$ cat config.mk
export PLATFORM = sky130hd
export DESIGN_NAME = tsq_sequencer
export DESIGN_NICKNAME = d
export VERILOG_FILES = /design/src/hw/tsq_pkg.sv /design/src/hw/tsq_count_unit.sv /design/src/hw/tsq_sequencer.sv
export VERILOG_INCLUDE_DIRS = /design/src /design/src/hw
export SDC_FILE = /design/constraint.sdc
export NUM_CORES = 2
export LEC_CHECK = 0
export BUFFER_PORTS_ARGS = -buffer_cell sky130_fd_sc_hd__buf_4
export CAP_MARGIN = 20
export CELL_PAD_IN_SITES_DETAIL_PLACEMENT = 0
export CELL_PAD_IN_SITES_GLOBAL_PLACEMENT = 1
export CORE_MARGIN = 8
export CORE_UTILIZATION = 35
export CTS_CLUSTER_DIAMETER = 100
export DETAILED_ROUTE_END_ITERATION = 10
export GPL_TIMING_DRIVEN = 0
export PLACE_DENSITY_LB_ADDON = 0.1
export SLEW_MARGIN = 30
export SYNTH_ARGS = -nofsm -noshare
export SYNTH_HDL_FRONTEND = slang
export SYNTH_HIERARCHICAL = 1
export SYNTH_SLANG_ARGS = --single-unit
export TNS_END_PERCENT = 1
$ cat constraint.sdc
create_clock -name hclk -period 13 [get_ports hclk]
set_input_delay 0.65 -clock hclk [delete_from_list [all_inputs] [get_ports hclk]]
set_output_delay 0.65 -clock hclk [all_outputs]
set_load 0.02 [all_outputs]
$ cat src/hw/tsq_regs.svh
// Register offsets, field positions, reset values and timing counts of the trigger sequencer.
// Assumes a 250 MHz hclk and byte addresses on a 32-bit AHB-Lite bus.
`ifndef TSQ_REGS_SVH
`define TSQ_REGS_SVH
// ****************************************
// Register byte offsets
// ****************************************
`define TSQ_CTRL_OFS 8'h00
`define TSQ_STAT_OFS 8'h04
`define TSQ_CNT1_CFG_OFS 8'h08
`define TSQ_CNT2_CFG_OFS 8'h0C
`define TSQ_CNT1_VAL_OFS 8'h10
`define TSQ_CNT2_VAL_OFS 8'h14
`define TSQ_PAT_BASE 8'h20
`define TSQ_CLAUSE_BASE 8'h40
// ****************************************
// Field positions
// ****************************************
`define TSQ_CTRL_START 0
`define TSQ_CTRL_ABORT 1
`define TSQ_CTRL_POS_LSB 2
`define TSQ_CFG_UNIT_LSB 0
`define TSQ_CFG_CMP_LSB 8
`define TSQ_CL_USED 0
`define TSQ_CL_SEL_LSB 1
`define TSQ_CL_INV 4
`define TSQ_CL_BRK 5
`define TSQ_CL_DBL 6
`define TSQ_CL_TRIG 7
`define TSQ_CL_JUMP 8
`define TSQ_CL_TGT_LSB 9
`define TSQ_CL_C1_LSB 12
`define TSQ_CL_C1_EXEC 14
`define TSQ_CL_C2_LSB 15
`define TSQ_CL_C2_EXEC 17
// ****************************************
// Encodings and reset values
// ****************************************
`define TSQ_UNIT_EVENTS 2'h0
`define TSQ_UNIT_US 2'h1
`define TSQ_UNIT_MS 2'h2
`define TSQ_ACT_RUN 2'h0
`define TSQ_ACT_STOP 2'h1
`define TSQ_ACT_RESET_RUN 2'h2
`define TSQ_POS_BEFORE 2'h0
`define TSQ_POS_CENTER 2'h1
`define TSQ_POS_AFTER 2'h2
`define TSQ_POS_ZERO 2'h3
`define TSQ_CFG_RESET 32'h0000_0000
// ****************************************
// Timing
// ****************************************
`define TSQ_CLK_PERIOD_NS 4
`define TSQ_US_NS 1000
`define TSQ_US_CYCLES (`TSQ_US_NS / `TSQ_CLK_PERIOD_NS)
`define TSQ_MS_US 1000
`define TSQ_POST_BEFORE 240
`define TSQ_POST_CENTER 128
`define TSQ_POST_AFTER 16
`define TSQ_POST_ZERO 1
`endif

$ cat src/hw/tsq_pkg.sv
// Types shared by the trigger sequencer files.
// Assumes nothing beyond a SystemVerilog compiler.
`default_nettype none
package tsq_pkg;
    // Sequencer run state
    typedef enum logic [1:0] {TSQ_IDLE, TSQ_ARMED, TSQ_POST, TSQ_DONE} tsq_state_t;
    // Sampled bus word: ext, inval, ba, rw, fetch, irq_n, nmi_n, addr, data
    typedef logic [30:0] tsq_bus_word_t;
endpackage
`default_nettype wire

$ cat src/hw/tsq_count_unit.sv
// One event or time counter of the trigger sequencer.
// Assumes one-cycle command strobes and time ticks from the parent on hclk.
`include "tsq_regs.svh"
`default_nettype none
module tsq_count_unit #(
    parameter int WIDTH = 17
) (
    input wire logic hclk,
    input wire logic hresetn,
    input wire logic clear,
    input wire logic cmd_valid,
    input wire logic [1:0] cmd_code,
    input wire logic [1:0] unit,
    input wire logic [WIDTH-1:0] cmp,
    input wire logic us_tick,
    input wire logic ms_tick,
    input wire logic freeze,
    output logic [WIDTH-1:0] value,
    output logic equal
);
    logic run_reg;
    logic tick;

    // Count reached its comparison value
    assign equal = (value == cmp);
    // Time base picked by the unit field
    assign tick = (unit == `TSQ_UNIT_US) ? us_tick : ((unit == `TSQ_UNIT_MS) ? ms_tick : 1'b0);

    // Run flag of a timed counter
    always_ff @(posedge hclk or negedge hresetn)
    begin
        if (!hresetn)
            run_reg <= 1'b0;
        else if (clear)
            run_reg <= 1'b0;
        else if (cmd_valid && !freeze && unit != `TSQ_UNIT_EVENTS)
            run_reg <= (cmd_code != `TSQ_ACT_STOP);
    end

    // Count value; a reset-and-run command wins over a tick in the same cycle
    always_ff @(posedge hclk or negedge hresetn)
    begin
        if (!hresetn)
            value <= '0;
        else if (clear)
            value <= '0;
        else if (freeze)
            value <= value;
        else if (cmd_valid && cmd_code == `TSQ_ACT_RESET_RUN)
            value <= '0;
        else if (cmd_valid && unit == `TSQ_UNIT_EVENTS && cmd_code == `TSQ_ACT_RUN && !equal)
            value <= value + 1'b1;
        else if (run_reg && tick && !equal)
            value <= value + 1'b1;
    end
endmodule
`default_nettype wire

$ cat src/hw/tsq_sequencer.sv
// Trigger sequencer of a bus-monitoring logic analyzer, with an AHB-Lite register slave.
// Assumes the bus pins are asynchronous to hclk and are sampled on the rising edge of bus_clk.
`include "tsq_regs.svh"
`default_nettype none
// What this block does
// - Only clauses of the active test are evaluated.
// - Enabling match in test one starts the window counter and jumps.
// - The first satisfied clause acts; a repeated enable restarts the window from zero.
// - Window counter reaching its value jumps back to test one.
// - A compound action runs trigger, counter and jump commands together.
// - A test without clauses ignores input until the delay ends.
// - Acquisition ends when the post-trigger delay count completes, or at once on an abort.
// - A stopped counter holds its value until a run or reset-and-run command.
// - Running counters count until their value or acquisition end.
// - Trigger position selects the number of post-trigger cycles.
// - Zero delay ends acquisition on the cycle after the trigger.
// - Trigger memory index and active test are recorded and reported.
// - Counter-equals clause is true when the counter reaches its value.
// - In events mode each increment command adds one while the count is below its value.
// - Two independent counters, both drivable from one action.
// - Inversion makes its single event true when the match is false.
// - Inversion only inside brackets; double inversion rejects the program.
// - Interrupt qualifier fields are active low.
// - Counter unit: 0 events, 1 microseconds, 2 milliseconds.
// - Timed action: 0 run, 1 stop, 2 reset then run.
module tsq_sequencer #(
    parameter int MEM_AW = 8,
    parameter int CW = 17,
    parameter int POST_BEFORE = `TSQ_POST_BEFORE,
    parameter int POST_CENTER = `TSQ_POST_CENTER,
    parameter int POST_AFTER = `TSQ_POST_AFTER
) (
    input wire logic hclk,
    input wire logic hresetn,
    input wire logic hsel,
    input wire logic [31:0] haddr,
    input wire logic [1:0] htrans,
    input wire logic hwrite,
    input wire logic [2:0] hsize,
    input wire logic [31:0] hwdata,
    input wire logic hready,
    output logic [31:0] hrdata,
    output logic hreadyout,
    output logic hresp,
    input wire logic bus_clk,
    input wire logic [7:0] bus_data,
    input wire logic [15:0] bus_addr,
    input wire logic bus_nmi_n,
    input wire logic bus_irq_n,
    input wire logic bus_fetch,
    input wire logic bus_rw,
    input wire logic bus_ba,
    input wire logic bus_inval,
    input wire logic bus_ext_trig,
    output logic trigger_pulse,
    output logic acq_end_pulse,
    output logic running,
    output logic acq_store,
    output logic [MEM_AW-1:0] acq_index
);
    localparam int NPAT = 4;
    localparam int NSLOT = 16;
    localparam logic [7:0] US_DIV = 8'(`TSQ_US_CYCLES - 1);
    localparam logic [9:0] MS_DIV = 10'(`TSQ_MS_US - 1);

    // ****************************************
    // Storage
    // ****************************************
    logic [31:0] sync1_reg, sync2_reg, sync3_reg, filt_reg;
    logic clk_prev_reg;
    logic [31:0] ctrl_reg, cfg1_reg, cfg2_reg;
    logic [31:0] pat_val_reg [NPAT];
    logic [31:0] pat_mask_reg [NPAT];
    logic [31:0] clause_reg [NSLOT];
    tsq_pkg::tsq_state_t state_reg;
    logic [1:0] active_reg, trig_test_reg;
    logic [MEM_AW-1:0] trig_idx_reg;
    logic [MEM_AW-1:0] post_cnt_reg;
    logic [7:0] us_cnt_reg;
    logic [9:0] ms_cnt_reg;
    logic us_tick_reg, ms_tick_reg;
    logic wr_pend_reg;
    logic [7:0] wr_addr_reg;
    logic start_reg, abort_reg;
    // ****************************************
    // Combinational
    // ****************************************
    tsq_pkg::tsq_bus_word_t bus_word;
    logic strobe, step, hit, prog_err, freeze, eq1, eq2;
    logic [31:0] act_word;
    logic [NPAT-1:0] pm;
    logic [CW-1:0] cnt1_val, cnt2_val;
    logic [MEM_AW-1:0] post_target;

    // Pattern compare of cared fields
    function automatic logic pat_match(input logic [30:0] bw, input logic [31:0] val, input logic [31:0] mask);
        pat_match = (((bw ^ val[30:0]) & mask[30:0]) == 31'h0000_0000);
    endfunction

    // One clause: selected event, optionally inverted
    function automatic logic clause_hit(input logic [31:0] cw, input logic [NPAT-1:0] p, input logic e1,
                                        input logic e2);
        logic raw;
        raw = 1'b0;
        unique case (cw[`TSQ_CL_SEL_LSB+:3])
            3'h0, 3'h1, 3'h2, 3'h3: raw = p[cw[`TSQ_CL_SEL_LSB+:2]];
            3'h4: raw = e1;
            3'h5: raw = e2;
            default: raw = 1'b0;
        endcase
        clause_hit = cw[`TSQ_CL_USED] & (raw ^ cw[`TSQ_CL_INV]);
    endfunction

    // Three-stage synchroniser with agreement filter on all pins
    always_ff @(posedge hclk or negedge hresetn)
    begin
        if (!hresetn)
        begin
            sync1_reg <= 32'h0000_0000;
            sync2_reg <= 32'h0000_0000;
            sync3_reg <= 32'h0000_0000;
            filt_reg <= 32'h0000_0000;
            clk_prev_reg <= 1'b0;
        end
        else
        begin
            sync1_reg <= {bus_clk, bus_ext_trig, bus_inval, bus_ba, bus_rw, bus_fetch, bus_irq_n, bus_nmi_n,
                          bus_addr, bus_data};
            sync2_reg <= sync1_reg;
            sync3_reg <= sync2_reg;
            filt_reg <= (sync2_reg & ~(sync2_reg ^ sync3_reg)) | (filt_reg & (sync2_reg ^ sync3_reg));
            clk_prev_reg <= filt_reg[31];
        end
    end

    // Bus word and sampling strobe; interrupt bits kept at pin polarity
    assign bus_word = filt_reg[30:0];
    assign strobe = filt_reg[31] & ~clk_prev_reg;
    assign step = strobe && (state_reg == tsq_pkg::TSQ_ARMED || state_reg == tsq_pkg::TSQ_POST);
    assign freeze = !(state_reg == tsq_pkg::TSQ_ARMED || state_reg == tsq_pkg::TSQ_POST);

    // Pattern matcher outputs
    always_comb
    begin
        for (int i = 0; i < NPAT; i++)
            pm[i] = pat_match(bus_word, pat_val_reg[i], pat_mask_reg[i]);
    end

    // Active-test clauses only; first satisfied clause supplies the action
    always_comb
    begin
        hit = 1'b0;
        act_word = 32'h0000_0000;
        for (int c = 3; c >= 0; c--)
        begin
            if (clause_hit(clause_reg[{active_reg, 2'(c)}], pm, eq1, eq2))
            begin
                hit = 1'b1;
                act_word = clause_reg[{active_reg, 2'(c)}];
            end
        end
    end

    // Program check: lone or double inversion refuses the start
    always_comb
    begin
        prog_err = 1'b0;
        for (int k = 0; k < NSLOT; k++)
            prog_err = prog_err | (clause_reg[k][`TSQ_CL_USED] & ((clause_reg[k][`TSQ_CL_INV] &
                       ~clause_reg[k][`TSQ_CL_BRK]) | clause_reg[k][`TSQ_CL_DBL]));
    end

    // Post-trigger length from the trigger position
    always_comb
    begin
        unique case (ctrl_reg[`TSQ_CTRL_POS_LSB+:2])
            `TSQ_POS_BEFORE: post_target = MEM_AW'(POST_BEFORE);
            `TSQ_POS_CENTER: post_target = MEM_AW'(POST_CENTER);
            `TSQ_POS_AFTER: post_target = MEM_AW'(POST_AFTER);
            `TSQ_POS_ZERO: post_target = MEM_AW'(`TSQ_POST_ZERO);
        endcase
    end

    // Microsecond and millisecond tick dividers
    always_ff @(posedge hclk or negedge hresetn)
    begin
        if (!hresetn)
        begin
            us_cnt_reg <= 8'h00;
            ms_cnt_reg <= 10'h000;
            us_tick_reg <= 1'b0;
            ms_tick_reg <= 1'b0;
        end
        else
        begin
            us_tick_reg <= (us_cnt_reg == US_DIV);
            us_cnt_reg <= (us_cnt_reg == US_DIV) ? 8'h00 : us_cnt_reg + 8'h01;
            ms_tick_reg <= us_tick_reg && (ms_cnt_reg == MS_DIV);
            if (us_tick_reg)
                ms_cnt_reg <= (ms_cnt_reg == MS_DIV) ? 10'h000 : ms_cnt_reg + 10'h001;
        end
    end

    // ****************************************
    // Counters
    // ****************************************
    tsq_count_unit #(.WIDTH(CW)) first_count_unit (
        .hclk(hclk),
        .hresetn(hresetn),
        .clear(start_reg),
        .cmd_valid(step && hit && act_word[`TSQ_CL_C1_EXEC]),
        .cmd_code(act_word[`TSQ_CL_C1_LSB+:2]),
        .unit(cfg1_reg[`TSQ_CFG_UNIT_LSB+:2]),
        .cmp(cfg1_reg[`TSQ_CFG_CMP_LSB+:CW]),
        .us_tick(us_tick_reg),
        .ms_tick(ms_tick_reg),
        .freeze(freeze),
        .value(cnt1_val),
        .equal(eq1)
    );
    tsq_count_unit #(.WIDTH(CW)) second_count_unit (
        .hclk(hclk),
        .hresetn(hresetn),
        .clear(start_reg),
        .cmd_valid(step && hit && act_word[`TSQ_CL_C2_EXEC]),
        .cmd_code(act_word[`TSQ_CL_C2_LSB+:2]),
        .unit(cfg2_reg[`TSQ_CFG_UNIT_LSB+:2]),
        .cmp(cfg2_reg[`TSQ_CFG_CMP_LSB+:CW]),
        .us_tick(us_tick_reg),
        .ms_tick(ms_tick_reg),
        .freeze(freeze),
        .value(cnt2_val),
        .equal(eq2)
    );

    // ****************************************
    // Sequencer
    // ****************************************
    // Run state, trigger and end of acquisition
    always_ff @(posedge hclk or negedge hresetn)
    begin
        if (!hresetn)
        begin
            state_reg <= tsq_pkg::TSQ_IDLE;
            post_cnt_reg <= '0;
            trigger_pulse <= 1'b0;
            acq_end_pulse <= 1'b0;
        end
        else
        begin
            trigger_pulse <= 1'b0;
            acq_end_pulse <= 1'b0;
            if (abort_reg)
                state_reg <= tsq_pkg::TSQ_IDLE;
            else if (start_reg)
            begin
                state_reg <= tsq_pkg::TSQ_ARMED;
                post_cnt_reg <= '0;
            end
            else if (step)
            begin
                unique case (state_reg)
                    tsq_pkg::TSQ_ARMED:
                        if (hit && act_word[`TSQ_CL_TRIG])
                        begin
                            state_reg <= tsq_pkg::TSQ_POST;
                            trigger_pulse <= 1'b1;
                        end
                    tsq_pkg::TSQ_POST:
                    begin
                        post_cnt_reg <= post_cnt_reg + 1'b1;
                        if (post_cnt_reg + 1'b1 == post_target)
                        begin
                            state_reg <= tsq_pkg::TSQ_DONE;
                            acq_end_pulse <= 1'b1;
                        end
                    end
                    default: state_reg <= state_reg;
                endcase
            end
        end
    end

    // Active test: jump target loads for the next bus cycle
    always_ff @(posedge hclk or negedge hresetn)
    begin
        if (!hresetn)
            active_reg <= 2'h0;
        else if (start_reg)
            active_reg <= 2'h0;
        else if (step && hit && act_word[`TSQ_CL_JUMP])
            active_reg <= act_word[`TSQ_CL_TGT_LSB+:2];
    end

    // Memory index, store strobe and trigger record
    always_ff @(posedge hclk or negedge hresetn)
    begin
        if (!hresetn)
        begin
            acq_index <= '0;
            acq_store <= 1'b0;
            trig_idx_reg <= '0;
            trig_test_reg <= 2'h0;
        end
        else
        begin
            acq_store <= step;
            if (start_reg)
                acq_index <= '0;
            else if (acq_store)
                acq_index <= acq_index + 1'b1;
            if (step && state_reg == tsq_pkg::TSQ_ARMED && hit && act_word[`TSQ_CL_TRIG])
            begin
                trig_idx_reg <= acq_index;
                trig_test_reg <= active_reg;
            end
        end
    end
    assign running = (state_reg == tsq_pkg::TSQ_ARMED) || (state_reg == tsq_pkg::TSQ_POST);

    // ****************************************
    // AHB-Lite slave
    // ****************************************
    assign hreadyout = 1'b1;
    assign hresp = 1'b0;

    // Address phase capture and registered read data
    always_ff @(posedge hclk or negedge hresetn)
    begin
        if (!hresetn)
        begin
            wr_pend_reg <= 1'b0;
            wr_addr_reg <= 8'h00;
            hrdata <= 32'h0000_0000;
        end
        else if (hready)
        begin
            wr_pend_reg <= hsel && htrans[1] && hwrite;
            wr_addr_reg <= haddr[7:0];
            if (hsel && htrans[1] && !hwrite)
            begin
                hrdata <= 32'h0000_0000;
                unique case (haddr[7:0])
                    `TSQ_CTRL_OFS: hrdata <= {28'h000_0000, ctrl_reg[`TSQ_CTRL_POS_LSB+:2], 2'h0};
                    `TSQ_STAT_OFS: hrdata <= {8'h00, 8'(trig_idx_reg), 4'h0, 2'h0, trig_test_reg, 2'h0, active_reg,
                                              prog_err, state_reg == tsq_pkg::TSQ_DONE,
                                              state_reg == tsq_pkg::TSQ_POST, running};
                    `TSQ_CNT1_CFG_OFS: hrdata <= cfg1_reg;
                    `TSQ_CNT2_CFG_OFS: hrdata <= cfg2_reg;
                    `TSQ_CNT1_VAL_OFS: hrdata <= 32'(cnt1_val);
                    `TSQ_CNT2_VAL_OFS: hrdata <= 32'(cnt2_val);
                    default:
                        if (haddr[7:5] == 3'h1)
                            hrdata <= haddr[2] ? pat_mask_reg[haddr[4:3]] : pat_val_reg[haddr[4:3]];
                        else if (haddr[7:6] == 2'h1)
                            hrdata <= clause_reg[haddr[5:2]];
                endcase
            end
        end
    end

    // Data phase writes and start and abort pulses
    always_ff @(posedge hclk or negedge hresetn)
    begin
        if (!hresetn)
        begin
            ctrl_reg <= `TSQ_CFG_RESET;
            cfg1_reg <= `TSQ_CFG_RESET;
            cfg2_reg <= `TSQ_CFG_RESET;
            start_reg <= 1'b0;
            abort_reg <= 1'b0;
            for (int i = 0; i < NPAT; i++)
            begin
                pat_val_reg[i] <= `TSQ_CFG_RESET;
                pat_mask_reg[i] <= `TSQ_CFG_RESET;
            end
            for (int k = 0; k < NSLOT; k++)
                clause_reg[k] <= `TSQ_CFG_RESET;
        end
        else
        begin
            start_reg <= 1'b0;
            abort_reg <= 1'b0;
            if (wr_pend_reg)
            begin
                unique case (wr_addr_reg)
                    `TSQ_CTRL_OFS:
                    begin
                        ctrl_reg <= hwdata;
                        start_reg <= hwdata[`TSQ_CTRL_START] && !prog_err;
                        abort_reg <= hwdata[`TSQ_CTRL_ABORT];
                    end
                    `TSQ_CNT1_CFG_OFS: cfg1_reg <= hwdata;
                    `TSQ_CNT2_CFG_OFS: cfg2_reg <= hwdata;
                    default:
                        if (wr_addr_reg[7:5] == 3'h1 && wr_addr_reg[2])
                            pat_mask_reg[wr_addr_reg[4:3]] <= hwdata;
                        else if (wr_addr_reg[7:5] == 3'h1)
                            pat_val_reg[wr_addr_reg[4:3]] <= hwdata;
                        else if (wr_addr_reg[7:6] == 2'h1)
                            clause_reg[wr_addr_reg[5:2]] <= hwdata;
                endcase
            end
        end
    end
endmodule
`default_nettype wire

==> flow_summary.yaml <==
run_status:
  status: "finished, final reports clean"
routing:
  route.detailed.wl_per_inst_um: 34.06
  vias: 34690
  drt_iter0_drc: 3067
  vias_per_cell: 5.744
  ant_nets: 0
  drc: 0
  dr.pass1.iters: 6
  routed_wl_um: 205700
clocking:
  clock_latency_ps: 770
  cts_sinks: 1095
  cts.clk_slew.worst_paths_ps: 60
  cts_buffers: 136
  cts_tree: "built"
  clockBufferDepth: 3
  h-tree-depth: 4
  root_buffer: "clkbuf_16"
worst_setup_path:
  rr_endpoint: "second_count_unit/value[15]"
  endpoint: "second_count_unit/value[15]"
  cp_cell_sequence: "buf_2, xor2_1, a22oi_1, nand4_1, nor2_1, a21boi_0, o21ai_0, a32oi_1, mux2i_4, clkbuf_1, nor2_1, a21o_1, o31ai_2, nor2b_1, o211a_1, nor3_1, clkbuf_1, a211oi_1, a21boi_0"
  crit_required_ps: 13570
  reg2reg_slack_ps: 5800
  critPathCaptureType: "flop"
  startpoint_type: "flop"
  slowest_stage: "a211oi_1"
  cp.arrival_ps: 7770
  crit_fanout: 10
  r2r_cells: 19
  crit_type: "flop to flop"
  critPathMaxStageDelay_ps: 770
global_routing:
  grt_pass1_vias: 35440
  grt_overflow: 0
  grt_usage_pct: 25.08
  grt_max_degree: 122
  antenna_found_initial: 12
  grt_pass1_wl_um: 290000
synth:
  synth.net_count: 3790
  synth_edf_count: 0
  yosysSeqAreaShare_pct: 52.26
  synth_cells: 3674
  syn_area_per_cell_um2: 14.27
  ys_seq_elements: 1095
  async_flop_share_pct: 100.0
  synth_flop_cell: "dfrtp_1"
  mappedNetlistArea_um2: 52430
  ys_warn_count: 6
  ys_types: 100
sta:
  whs_ps: 197.9
  fin_crit_sh_pct: 55.40
  rsz0062_at_grt: "no"
  finalWorstSetupSlack_ps: 5798
  finalHoldViolCount: 0
  worstMarginPinSlew_ps: 1087
  finClkSkew_ps: 30.36
  setup_viol: 0
  max_freq_mhz: 138.8
  setup_tns_ps: 0
  slew_violations: 0
  period_needed_ps: 7202
  slew_headroom_pct: 27.53
cells_and_area:
  ff_latch_area_um2: 27400
  fin_util_pct: 41.10
  design_area_um2: 61330
  area_growth_pct: 16.99
  drive_above_1_share_pct: 40.76
  fin_nets: 4100
  final_cells: 6040
  largest_reg_flops: 512
  multi_input_area_um2: 23640
  num-fill-cells: 13990
die:
  die_h_um: 403.0
  chipWidth_um: 403.0
  io_pins: 152
  num_rows: 142
  start_util_pct: 35.13
  core_um2: 149200
  die_area_um2: 162400
pwr:
  total_power_mw: 9.581
  vdd_drop_max_uv: 125.4
  pwr_density_cell_nw_per_um2: 156.2
  p_leak_nw: 26.95
place:
  gp_congestion: 0.9262
  dp_slack_ps: 5710
  io_buffers: 119
  dpl.cell_count: 5757
  hpwl_um: 152200
  placed_area_um2: 56450
flow_run:
  cap_violations: 0
min_path:
  hold_class: "primary input to flop"
per-layer routing:
layer	wire length [um]	global-route usage, %
met1	91980	35.42
met2	94240	39.14
met3	12030	4.513
met4	7441	8.221
met5	13	0
synth_stat cells (all sizes together) (14+ instances only):
| cell | count | area [um2] |
|---|---|---|
| nor4 | 14 | 87.58 |
| a211oi | 28 | 222.7 |
| nor2 | 91 | 370.3 |
| a21o | 14 | 105.1 |
| xnor2 | 16 | 140.1 |
| nor2b | 27 | 171.4 |
| o31ai | 17 | 127.6 |
| a31oi | 18 | 112.6 |
| mux2i | 37 | 382.9 |
| inv | 38 | 142.6 |
| maj3 | 32 | 320.3 |
| a222oi | 19 | 190.2 |
| dfrtp | 1095 | 27400 |
| and3 | 14 | 97.59 |
| a22oi | 63 | 478.0 |
| nand2 | 129 | 489.2 |
| o21ai | 70 | 350.3 |
| nand3 | 46 | 235.2 |
| mux2 | 867 | 9797 |
| nor3 | 22 | 126.4 |
| xor2 | 166 | 1454 |
| mux4 | 281 | 6359 |
| nand4 | 31 | 215.2 |
| a21oi | 81 | 412.9 |
| buf | 101 | 506.7 |
| clkbuf | 198 | 794.5 |
how the worst min path moves through the flow:
stage / startpoint / end / cells after the start
after detailed placement: sync1_reg[12] / sync2_reg[12] / 0
after floorplan: sync1_reg[0] / sync2_reg[0] / 0
after global routing: haddr[1] / wr_addr_reg[1] / 2
after CTS: haddr[0] / wr_addr_reg[0] / 2
after global placement: sync1_reg[30] / sync2_reg[30] / 0
final: hwdata[17] / clause_reg[145] / 2
timing repair:
item | CTS | global route
hold buffers | 33 | 0
resized for setup | 0 | 0
hold endpoints to repair | 89 | 0
buffers inserted | 0 | 0
cells by family (layout without fill, tap and decap cells):
logic type	count (synthesis)	in the layout	share of synthesized area [%]
AO/OA/AOI/OAI	392	392	5.212
XOR/XNOR	182	182	3.040
adder cells (fa/ha/maj)	42	42	0.8496
buffers and inverters	337	753	2.754
flip-flops	1095	1095	52.26
multiplexers	1185	1185	31.55
other	2	8	0.01432
AND/OR/NAND/NOR	439	439	4.320
layout make-up:
class	instances	share of cell area, %
Timing Repair Buffer	172	2.889
Clock inverter	46	0.9466
Multi-Input combinational cell	2242	38.54
Clock buffer	198	6.440
Buffer	299	2.291
Antenna cell	6	0.02448
Inverter	38	0.2326
Sequential cell	1095	44.68
Tap cell	1944	3.966
worst max-delay path: cells and delay by family, from the launching register on:
family                 cells  cell delay (ps)
XOR/XNOR                   1              180
AND/OR/NAND/NOR            5             1590
AO/OA/AOI/OAI              9             3250
multiplexers               1              510
flip-flops                 1              350
buffers and inverters      3             1080
layout by cell type, fill, tap and decap left out, types with 18 or more instances in the layout:
master / count
a21oi_1: 79
buf_16: 18
clkbuf_1: 173
a222oi_1: 19
clkbuf_8: 30
buf_2: 61
a211oi_1: 27
o21ai_0: 65
a22oi_1: 62
dlygate4sd3_1: 33
clkinv_2: 22
buf_4: 125
nor2_1: 87
a31oi_1: 18
mux4_2: 273
dfrtp_1: 1095
mux2i_1: 36
nand4_1: 29
nand2_1: 127
clkbuf_2: 55
buf_1: 25
mux2_2: 858
inv_1: 36
nor2b_1: 26
xor2_1: 166
maj3_1: 32
clkbuf_16: 139
nand3_1: 45
where the power goes:
| group | internal [mW] | switching [mW] | leakage [nW] |
|---|---|---|---|
| Sequential | 3.72 | 0.282 | 14.1 |
| Combinational | 0.755 | 0.955 | 10.6 |
| Clock | 2.28 | 1.59 | 2.23 |
No activity file was read; power rests on OpenSTA's default activity.
